$ cat src/dqv_pkg.sv
/*
 * Shared constants for the DQ reference level and calibration invert
 * mode registers: mode register addresses, field positions, reset values.
 * Assumes mode register addresses arrive as 6-bit codes with 8-bit operands.
 */
package dqv_pkg;

    // Mode register addresses reached by write and read commands
    localparam logic [5:0] MR_ADDR_DQ_REF  = 6'h0e;
    localparam logic [5:0] MR_ADDR_CAL_INV = 6'h0f;

    // Reference level register layout
    localparam int         REF_CODE_W     = 6;
    localparam int         REF_ENTRY_W    = 7;
    localparam int         REF_RANGE_BIT  = 6;
    localparam logic [5:0] REF_CODE_MAX   = 6'h32;
    localparam logic [5:0] REF_CODE_RESET = 6'h1d;
    localparam logic       REF_RANGE_RESET = 1'b1;

    // Two frequency set points, one register copy each
    localparam int         SET_POINTS     = 2;

    // Lower-byte calibration invert mask
    localparam int         LANES          = 8;
    localparam logic [7:0] CAL_INV_RESET  = 8'h55;

    // Layout of the synchronised link bundle
    localparam int         OP_W           = 8;
    localparam int         MA_W           = 6;
    localparam int         SYNC_W         = 4 + MA_W + OP_W;
    localparam int         SYNC_CK_BIT    = SYNC_W - 1;
    localparam int         SYNC_MRW_BIT   = SYNC_W - 2;
    localparam int         SYNC_MRR_BIT   = SYNC_W - 3;
    localparam int         SYNC_CAL_BIT   = SYNC_W - 4;
    localparam int         SYNC_MA_LSB    = OP_W;

    typedef enum logic [1:0] {
        DQV_IDLE      = 2'b00,
        DQV_MRR_DRIVE = 2'b01,
        DQV_CAL_DRIVE = 2'b10
    } dqv_state_type;

endpackage

$ cat src/dqv_sync_if.sv
/*
 * Carries a raw bundle of pin levels into the synchroniser and the
 * filtered levels back out. Assumes both ends share the core clock.
 */
`timescale 1ns/100ps
interface dqv_sync_if #(
    parameter int WIDTH = 18
);
    logic [WIDTH-1:0] raw;
    logic [WIDTH-1:0] filt;

    modport src  (output raw, input  filt);
    modport sink (input  raw, output filt);
endinterface
$ cat src/dqv_ref_calib_regs.sv
/*
 * DQ reference level register (one copy per frequency set point) and
 * lower-byte calibration invert mask, with the calibration read path.
 * Assumes commands are sampled on rising edges of the memory clock, which
 * is oversampled by the core clock; set point selects and the pattern bit
 * come from neighbouring logic on the core clock.
 */
// What this block does
// - Level codes 0..50 legal; others reserved.
// - Bit 6 selects reference range.
// - One level copy per frequency set point.
// - Invert mask write-only, bit n lane n.
// - Mask bit one inverts pattern on lane.
// - Invert mask resets to 55 hex.
// - Mask/inversion lane never inverted.
// - No bus inversion during read calibration.
// - Register access hits write-selected copy only.
// - Operate from active set point copy.
// - Read puts register on DQ, zeros elsewhere.
`timescale 1ns/100ps
module dqv_ref_calib_regs
    import dqv_pkg::*;
(
    // Clock, reset, enable
    input  wire logic                  i_core_clk,
    input  wire logic                  i_rst_n,
    input  wire logic                  i_ce,
    // Command link on the memory clock
    input  wire logic                  i_mem_ck,
    input  wire logic                  i_cmd_mrw,
    input  wire logic                  i_cmd_mrr,
    input  wire logic                  i_cmd_cal_read,
    input  wire logic [MA_W-1:0]       i_cmd_ma,
    input  wire logic [OP_W-1:0]       i_cmd_op,
    // Set point selects and calibration pattern
    input  wire logic                  i_write_set_point_select,
    input  wire logic                  i_operating_set_point_select,
    input  wire logic                  i_cal_pattern_bit,
    // Lower-byte data pins
    output logic [LANES-1:0]           o_dq,
    output logic                       o_dq_oe,
    output logic                       o_mask_inversion_lane,
    output logic                       o_mask_inversion_lane_oe,
    // Active receiver reference
    output logic [REF_CODE_W-1:0]      o_dq_receiver_reference,
    output logic                       o_dq_receiver_range
);

    function automatic logic is_legal_code(input logic [REF_CODE_W-1:0] code);
        return code <= REF_CODE_MAX;
    endfunction

    function automatic logic [OP_W-1:0] read_word(input logic [REF_ENTRY_W-1:0] entry);
        return {1'b0, entry};
    endfunction

    dqv_sync_if #(.WIDTH(SYNC_W)) sync_bus ();

    assign sync_bus.raw = {i_mem_ck, i_cmd_mrw, i_cmd_mrr, i_cmd_cal_read, i_cmd_ma, i_cmd_op};

    dqv_sync #(
        .WIDTH (SYNC_W)
    ) u_sync (
        .i_core_clk (i_core_clk),
        .i_rst_n    (i_rst_n),
        .i_ce       (i_ce),
        .sync       (sync_bus.sink)
    );

    logic            ck_s;
    logic            mrw_s;
    logic            mrr_s;
    logic            cal_s;
    logic [MA_W-1:0] ma_s;
    logic [OP_W-1:0] op_s;

    assign ck_s  = sync_bus.filt[SYNC_CK_BIT];
    assign mrw_s = sync_bus.filt[SYNC_MRW_BIT];
    assign mrr_s = sync_bus.filt[SYNC_MRR_BIT];
    assign cal_s = sync_bus.filt[SYNC_CAL_BIT];
    assign ma_s  = sync_bus.filt[SYNC_MA_LSB +: MA_W];
    assign op_s  = sync_bus.filt[OP_W-1:0];

    dqv_state_type            state;
    dqv_state_type            next_state;
    logic                     ck_prev;
    logic                     next_ck_prev;
    logic [REF_ENTRY_W-1:0]   ref_copy      [SET_POINTS];
    logic [REF_ENTRY_W-1:0]   next_ref_copy [SET_POINTS];
    logic [LANES-1:0]         inv_mask;
    logic [LANES-1:0]         next_inv_mask;
    logic [LANES-1:0]         next_dq;
    logic                     next_dq_oe;
    logic                     next_lane;
    logic                     next_lane_oe;
    logic [REF_CODE_W-1:0]    next_ref_code;
    logic                     next_ref_range;
    logic                     ck_rise;
    logic                     fire_mrw;
    logic                     fire_mrr;
    logic                     fire_cal;
    logic [REF_ENTRY_W-1:0]   wr_copy;
    logic [REF_ENTRY_W-1:0]   other_copy;
    logic [REF_ENTRY_W-1:0]   act_copy;

    // Command is taken on the filtered memory clock rising edge
    assign ck_rise  = ck_s & ~ck_prev;
    assign fire_mrw = ck_rise & mrw_s;
    assign fire_mrr = ck_rise & ~mrw_s & mrr_s;
    assign fire_cal = ck_rise & ~mrw_s & ~mrr_s & cal_s;

    assign wr_copy    = ref_copy[i_write_set_point_select];
    assign other_copy = ref_copy[~i_write_set_point_select];
    assign act_copy   = ref_copy[i_operating_set_point_select];

    always_comb begin
        next_state     = state;
        next_ck_prev   = ck_s;
        next_ref_copy  = ref_copy;
        next_inv_mask  = inv_mask;
        next_dq        = o_dq;
        next_dq_oe     = o_dq_oe;
        next_lane      = o_mask_inversion_lane;
        next_lane_oe   = o_mask_inversion_lane_oe;
        // Inactive copy may change freely without disturbing the outputs
        next_ref_code  = act_copy[REF_CODE_W-1:0];
        next_ref_range = act_copy[REF_RANGE_BIT];

        // A drive lasts exactly one memory clock period
        case (state)
            DQV_IDLE: begin
            end
            DQV_MRR_DRIVE,
            DQV_CAL_DRIVE: begin
                if (ck_rise) begin
                    next_state   = DQV_IDLE;
                    next_dq      = '0;
                    next_dq_oe   = 1'b0;
                    next_lane    = 1'b0;
                    next_lane_oe = 1'b0;
                end
            end
            default: begin
                next_state = DQV_IDLE;
            end
        endcase

        if (fire_mrw) begin
            if (ma_s == MR_ADDR_DQ_REF) begin
                // Reserved level code drops the whole write, range included
                if (is_legal_code(op_s[REF_CODE_W-1:0])) begin
                    next_ref_copy[i_write_set_point_select] = op_s[REF_ENTRY_W-1:0];
                end
            end else if (ma_s == MR_ADDR_CAL_INV) begin
                next_inv_mask = op_s;
            end
        end else if (fire_mrr) begin
            next_state   = DQV_MRR_DRIVE;
            next_dq_oe   = 1'b1;
            next_lane    = 1'b0;
            next_lane_oe = 1'b1;
            // Write-only mask and unmapped addresses read back as zero
            if (ma_s == MR_ADDR_DQ_REF) begin
                next_dq = read_word(wr_copy);
            end else begin
                next_dq = '0;
            end
        end else if (fire_cal) begin
            next_state   = DQV_CAL_DRIVE;
            next_dq      = {LANES{i_cal_pattern_bit}} ^ inv_mask;
            next_dq_oe   = 1'b1;
            // True pattern here, never bus inversion
            next_lane    = i_cal_pattern_bit;
            next_lane_oe = 1'b1;
        end
    end

    always_ff @(posedge i_core_clk or negedge i_rst_n) begin
        if (!i_rst_n) begin
            state                    <= DQV_IDLE;
            ck_prev                  <= 1'b0;
            ref_copy[0]              <= {REF_RANGE_RESET, REF_CODE_RESET};
            ref_copy[1]              <= {REF_RANGE_RESET, REF_CODE_RESET};
            inv_mask                 <= CAL_INV_RESET;
            o_dq                     <= '0;
            o_dq_oe                  <= 1'b0;
            o_mask_inversion_lane    <= 1'b0;
            o_mask_inversion_lane_oe <= 1'b0;
            o_dq_receiver_reference  <= REF_CODE_RESET;
            o_dq_receiver_range      <= REF_RANGE_RESET;
        end else if (i_ce) begin
            state                    <= next_state;
            ck_prev                  <= next_ck_prev;
            ref_copy                 <= next_ref_copy;
            inv_mask                 <= next_inv_mask;
            o_dq                     <= next_dq;
            o_dq_oe                  <= next_dq_oe;
            o_mask_inversion_lane    <= next_lane;
            o_mask_inversion_lane_oe <= next_lane_oe;
            o_dq_receiver_reference  <= next_ref_code;
            o_dq_receiver_range      <= next_ref_range;
        end
    end
endmodule

$ cat src/dqv_sync.sv
/*
 * Three-stage synchroniser with agreement filter for pin inputs.
 * Assumes the bundle is asynchronous to i_core_clk; a bit changes only
 * once the second and third stages agree on it.
 */
`timescale 1ns/100ps
module dqv_sync #(
    parameter int WIDTH = 18
) (
    // Clock and reset
    input wire logic    i_core_clk,
    input wire logic    i_rst_n,
    input wire logic    i_ce,
    // Bundle
    dqv_sync_if.sink    sync
);
    logic [WIDTH-1:0] stage1;
    logic [WIDTH-1:0] stage2;
    logic [WIDTH-1:0] stage3;
    logic [WIDTH-1:0] held;
    logic [WIDTH-1:0] next_held;

    // Stage1 feeds stage2 only; the filter sees stages two and three
    always_comb begin
        next_held = (~(stage2 ^ stage3) & stage2) | ((stage2 ^ stage3) & held);
    end

    always_ff @(posedge i_core_clk or negedge i_rst_n) begin
        if (!i_rst_n) begin
            stage1 <= '0;
            stage2 <= '0;
            stage3 <= '0;
            held   <= '0;
        end else if (i_ce) begin
            stage1 <= sync.raw;
            stage2 <= stage1;
            stage3 <= stage2;
            held   <= next_held;
        end
    end

    assign sync.filt = held;
endmodule

$ cat config.mk
export PLATFORM = sky130hd
export DESIGN_NAME = dqv_ref_calib_regs
export DESIGN_NICKNAME = d
export VERILOG_FILES = /design/src/dqv_pkg.sv /design/src/dqv_sync_if.sv /design/src/dqv_ref_calib_regs.sv /design/src/dqv_sync.sv
export SDC_FILE = /design/constraint.sdc
export NUM_CORES = 1
export LEC_CHECK = 0
export BUFFER_PORTS_ARGS = -buffer_cell sky130_fd_sc_hd__buf_2
export CAP_MARGIN = 20
export CORE_MARGIN = 1
export CORE_UTILIZATION = 40
export CTS_BUF_LIST = sky130_fd_sc_hd__clkbuf_2 sky130_fd_sc_hd__clkbuf_4 sky130_fd_sc_hd__clkbuf_8
export DETAILED_ROUTE_END_ITERATION = 6
export REMOVE_ABC_BUFFERS = 1
export SYNTH_ARGS = -nofsm -noshare
export SYNTH_HDL_FRONTEND = slang
export SYNTH_SLANG_ARGS = --single-unit
$ cat constraint.sdc
create_clock -name i_core_clk -period 2.2 [get_ports i_core_clk]
set_input_delay 0.11 -clock i_core_clk [delete_from_list [all_inputs] [get_ports i_core_clk]]
set_output_delay 0.11 -clock i_core_clk [all_outputs]
set_load 0.03 [all_outputs]
==> out/qor.txt <==
status - finished, final reports clean
fillers - 1,125
TNS Setup - 0 ns
Max Cap Violations - 0
f_max - 495 MHz
post-synthesis cell area - 5010 µm²
EDFF count, synth - 0
Hold Crit Class - in -> reg
routed len/inst - 14.4 µm
Buf+Inv Stages, Crit Path - 0
drt first pass iters - 4
Yosys cell types - 45
DR vias/cell - 5.04
cell area power density - 927 nW/µm²
WL met1 - 4500 µm
switching portion of total power - 30.1%
clock buffer count from CTS - 17
diode count - 0
Initial Utilization - 41.3%
share of the synthesized area in the top cell type - 48.0%
Critical path destination - ref_copy[1]$_DFFE_PN0P_
worst vdd ir - 0.381 mV
Crit path required time - 2.49 ns
origin of the critical flop-to-flop path - ck_prev$_DFFE_PN0P_
Layout Skew - 0.00723 ns
Setup CP Type - reg -> reg
Hold Buf Count CTS - 19
Synth Instances - 393
smallest setup slack after layout - 0.181 ns
Synth area leaders - dfrtp_1 (48%), mux2_2 (16%), dfstp_2 (10%)
CP max FO - 8
core region area - 12,100 µm²
detailed placer's ending HPWL - 6100 µm
Clock transition at path regs - 0.06 ns
nature of the critical path startpoint - flop
sequential share of the synthesized area - 57.9%
clock share of power - 30.3%
DP Cell Count - 590
Worst Setup SP - ck_prev$_DFFE_PN0P_
Vias - 3,232
Ys Warns - 0
switching power total - 1.66 mW
CTS resizes - 0
Worst path slowest cell - or3_1
Port Buffer Count - 41
Crit path depth - 4
slowest cell delay on critical path - 0.51 ns
total grt overflow - 0
worst-margin pin slew - 0.880 ns
final RePlAce weighted congestion - 0.755
Min Clock Period, post-route - 2.02 ns
buffer depth of the longest clock path - 2
clk root buf - clkbuf_8
share of cells above drive strength 1 - 38.7%
IO Pins - 42
Comb power frac - 19.2%
Int Pwr - 3.85 mW
Avg Cell Area, Syn - 12.7 µm²
all-layer global routing usage - 15.6%
H-Tree Depth - 4
Final nets - 486
final hold violations - 0
Rows - 40
Residual DRC - 0
WP data arrival - 2.31 ns
Crit. End Element - flop
part of the power in registers - 50.4%
Horiz. Die Dim - 114 µm
later-pin clock latency in the skew report - 0.42 ns
slew margin rel. - 41.4%
final setup violation count - 0
drt initial violations - 129
Leak Pwr - 2.68 nW
largest net degree at the start of global routing - 80
CTS Sinks - 115
r2r worst-path depth - 4
Non-Filler Instances - 641
Critical Path, Cell by Cell - nand4b_1, a31o_2, or3_1, mux2_4
post-synth top area cell - dfrtp_1
vias in the first global route - 3,058
unrepaired setup endpoints after global routing - false
top layer in use - met4
post-synthesis async set-or-reset flop share - 100%
Met2 Wirelength - 4260 µm
final cycle utilization of the critical path - 91.8%
CP top delay family - simple AND/OR/NAND/NOR gates
Synth Register Bits - 115
Die Footprint - 13,000 µm²
initial antenna violation count - 0
Met3 Routed Length - 330 µm
CTS tree - yes
area delta synth->final - 18.8%
dpl ws - 0.198 ns
Slew Limit Fails - 0
reg-to-reg endpoint - ref_copy[1]$_DFFE_PN0P_
Die H - 114 µm
Final ANT Viol Nets - 0
Routed WL - 9220 µm
Post-CTS Setup Bufs - 0
global-route wire length before repair - 15,700 µm
FF-to-FF setup slack - 0.18 ns
ys flop type - dfrtp_1
[worst min-delay path, delay by kind of cell]
kind	cells	cell delay, ns
compound gates	1	0.08
buf+inv	1	0.18
mux	1	0.17
[cells in the mapped netlist, types with 2 or more instances]
master / n
o31ai_1: 4
nand2_1: 9
nand3_1: 5
xor2_1: 7
clkbuf_1: 5
o2bb2ai_1: 4
inv_1: 6
a21o_1: 2
o211ai_1: 4
ha_1: 2
dfrtp_1: 96
buf_1: 11
o2111ai_1: 4
dfstp_2: 19
mux2i_1: 11
nand2b_1: 20
o21ai_0: 2
a32oi_1: 3
mux2_2: 72
nor2b_1: 2
mux2_4: 7
nor2_1: 28
a32o_1: 2
a21oi_1: 45
buf_2: 3
[placed cells by master, fill, tap and decap left out, types with 2 or more instances in the layout]
master,n
nand2b_1,20
clkinv_2,7
buf_4,10
a32oi_1,3
a21oi_1,45
nor2_1,28
a21o_1,2
o31ai_1,4
nand2_1,9
ha_1,2
mux2_2,72
buf_2,39
a32o_1,2
inv_1,6
o2bb2ai_1,4
xor2_1,7
o211ai_1,4
o21ai_0,2
nand3_1,5
mux2i_1,11
dlygate4sd3_1,19
dfrtp_1,96
clkbuf_8,19
o2111ai_1,4
clkbuf_4,6
nor2b_1,2
mux2_4,7
dfstp_2,19
[worst min path at each step]
stage | start | end | cells past startpoint
2_1_floorplan | i_rst_n | asynchronous set/reset pin | 0
3_3_place_gp | i_rst_n | u_sync.stage2[6]$_DFFE_PN0P_ | 1
3_5_place_dp | i_rst_n | u_sync.stage2[6]$_DFFE_PN0P_ | 1
4_1_cts | i_operating_set_point_select | o_dq_receiver_reference[0]$_DFFE_PN1P_ | 3
5_1_grt | i_operating_set_point_select | o_dq_receiver_reference[3]$_DFFE_PN1P_ | 3
6_report | i_operating_set_point_select | o_dq_receiver_reference[0]$_DFFE_PN1P_ | 3
[routing by layer]
metal,GRT usage [%],vias up
li1,-,1547
met1,21.8,1617
met2,23.7,58
met3,4.14,10
met4,5.19,0
met5,0,-
[metrics by stage]
| stage | power [mW] | util, % | area, µm² | hold WS [ns] |
|---|---|---|---|---|
| 2_1_floorplan | 3.46 | - | 4920 | -0.186 |
| 3_3_place_gp | 3.81 | 44.7 | 5420 | 0.0552 |
| 3_5_place_dp | 3.86 | 44.7 | 5420 | 0.0600 |
| 4_1_cts | 5.60 | 49.1 | 5950 | 0.114 |
| 5_1_grt | 5.85 | 49.1 | 5950 | 0.125 |
| 6_report | 5.51 | 49.1 | 5950 | 0.135 |
[logic make-up after synthesis]
logic type               Yosys count  synth area share (%)
XOR/XNOR                           8                  1.40
multiplexers                      90                  20.5
adder cells (fa/ha/maj)            2                 0.500
AO/OA/AOI/OAI                     76                  9.52
flip-flops                       115                  57.9
AND/OR/NAND/NOR                   75                  7.87
buffers and inverters             27                  2.27
[power groups by stage]
| stage | combinational, mW | clock [mW] | sequential, mW |
|---|---|---|---|
| detailed placement | 1.04 | 0 | 2.82 |
| finish | 1.06 | 1.67 | 2.78 |
| global route | 1.17 | 1.83 | 2.84 |
| CTS | 1.07 | 1.74 | 2.78 |
| global placement | 1.01 | 0 | 2.80 |
| floorplan | 0.547 | 0 | 2.91 |
[cell type report]
cell class / instances / area [µm²] / share of cell area [%]
repair buffers: 69 / 480 / 8.08
multi-input cells: 251 / 1990 / 33.5
flip-flops and latches: 115 / 2900 / 48.8
clock buffers: 25 / 307 / 5.15
inverters: 6 / 22.5 / 0.379
well taps: 168 / 210 / 3.53
clock inverters: 7 / 35.0 / 0.589
Note: power is estimated with default switching activity, not from simulation.
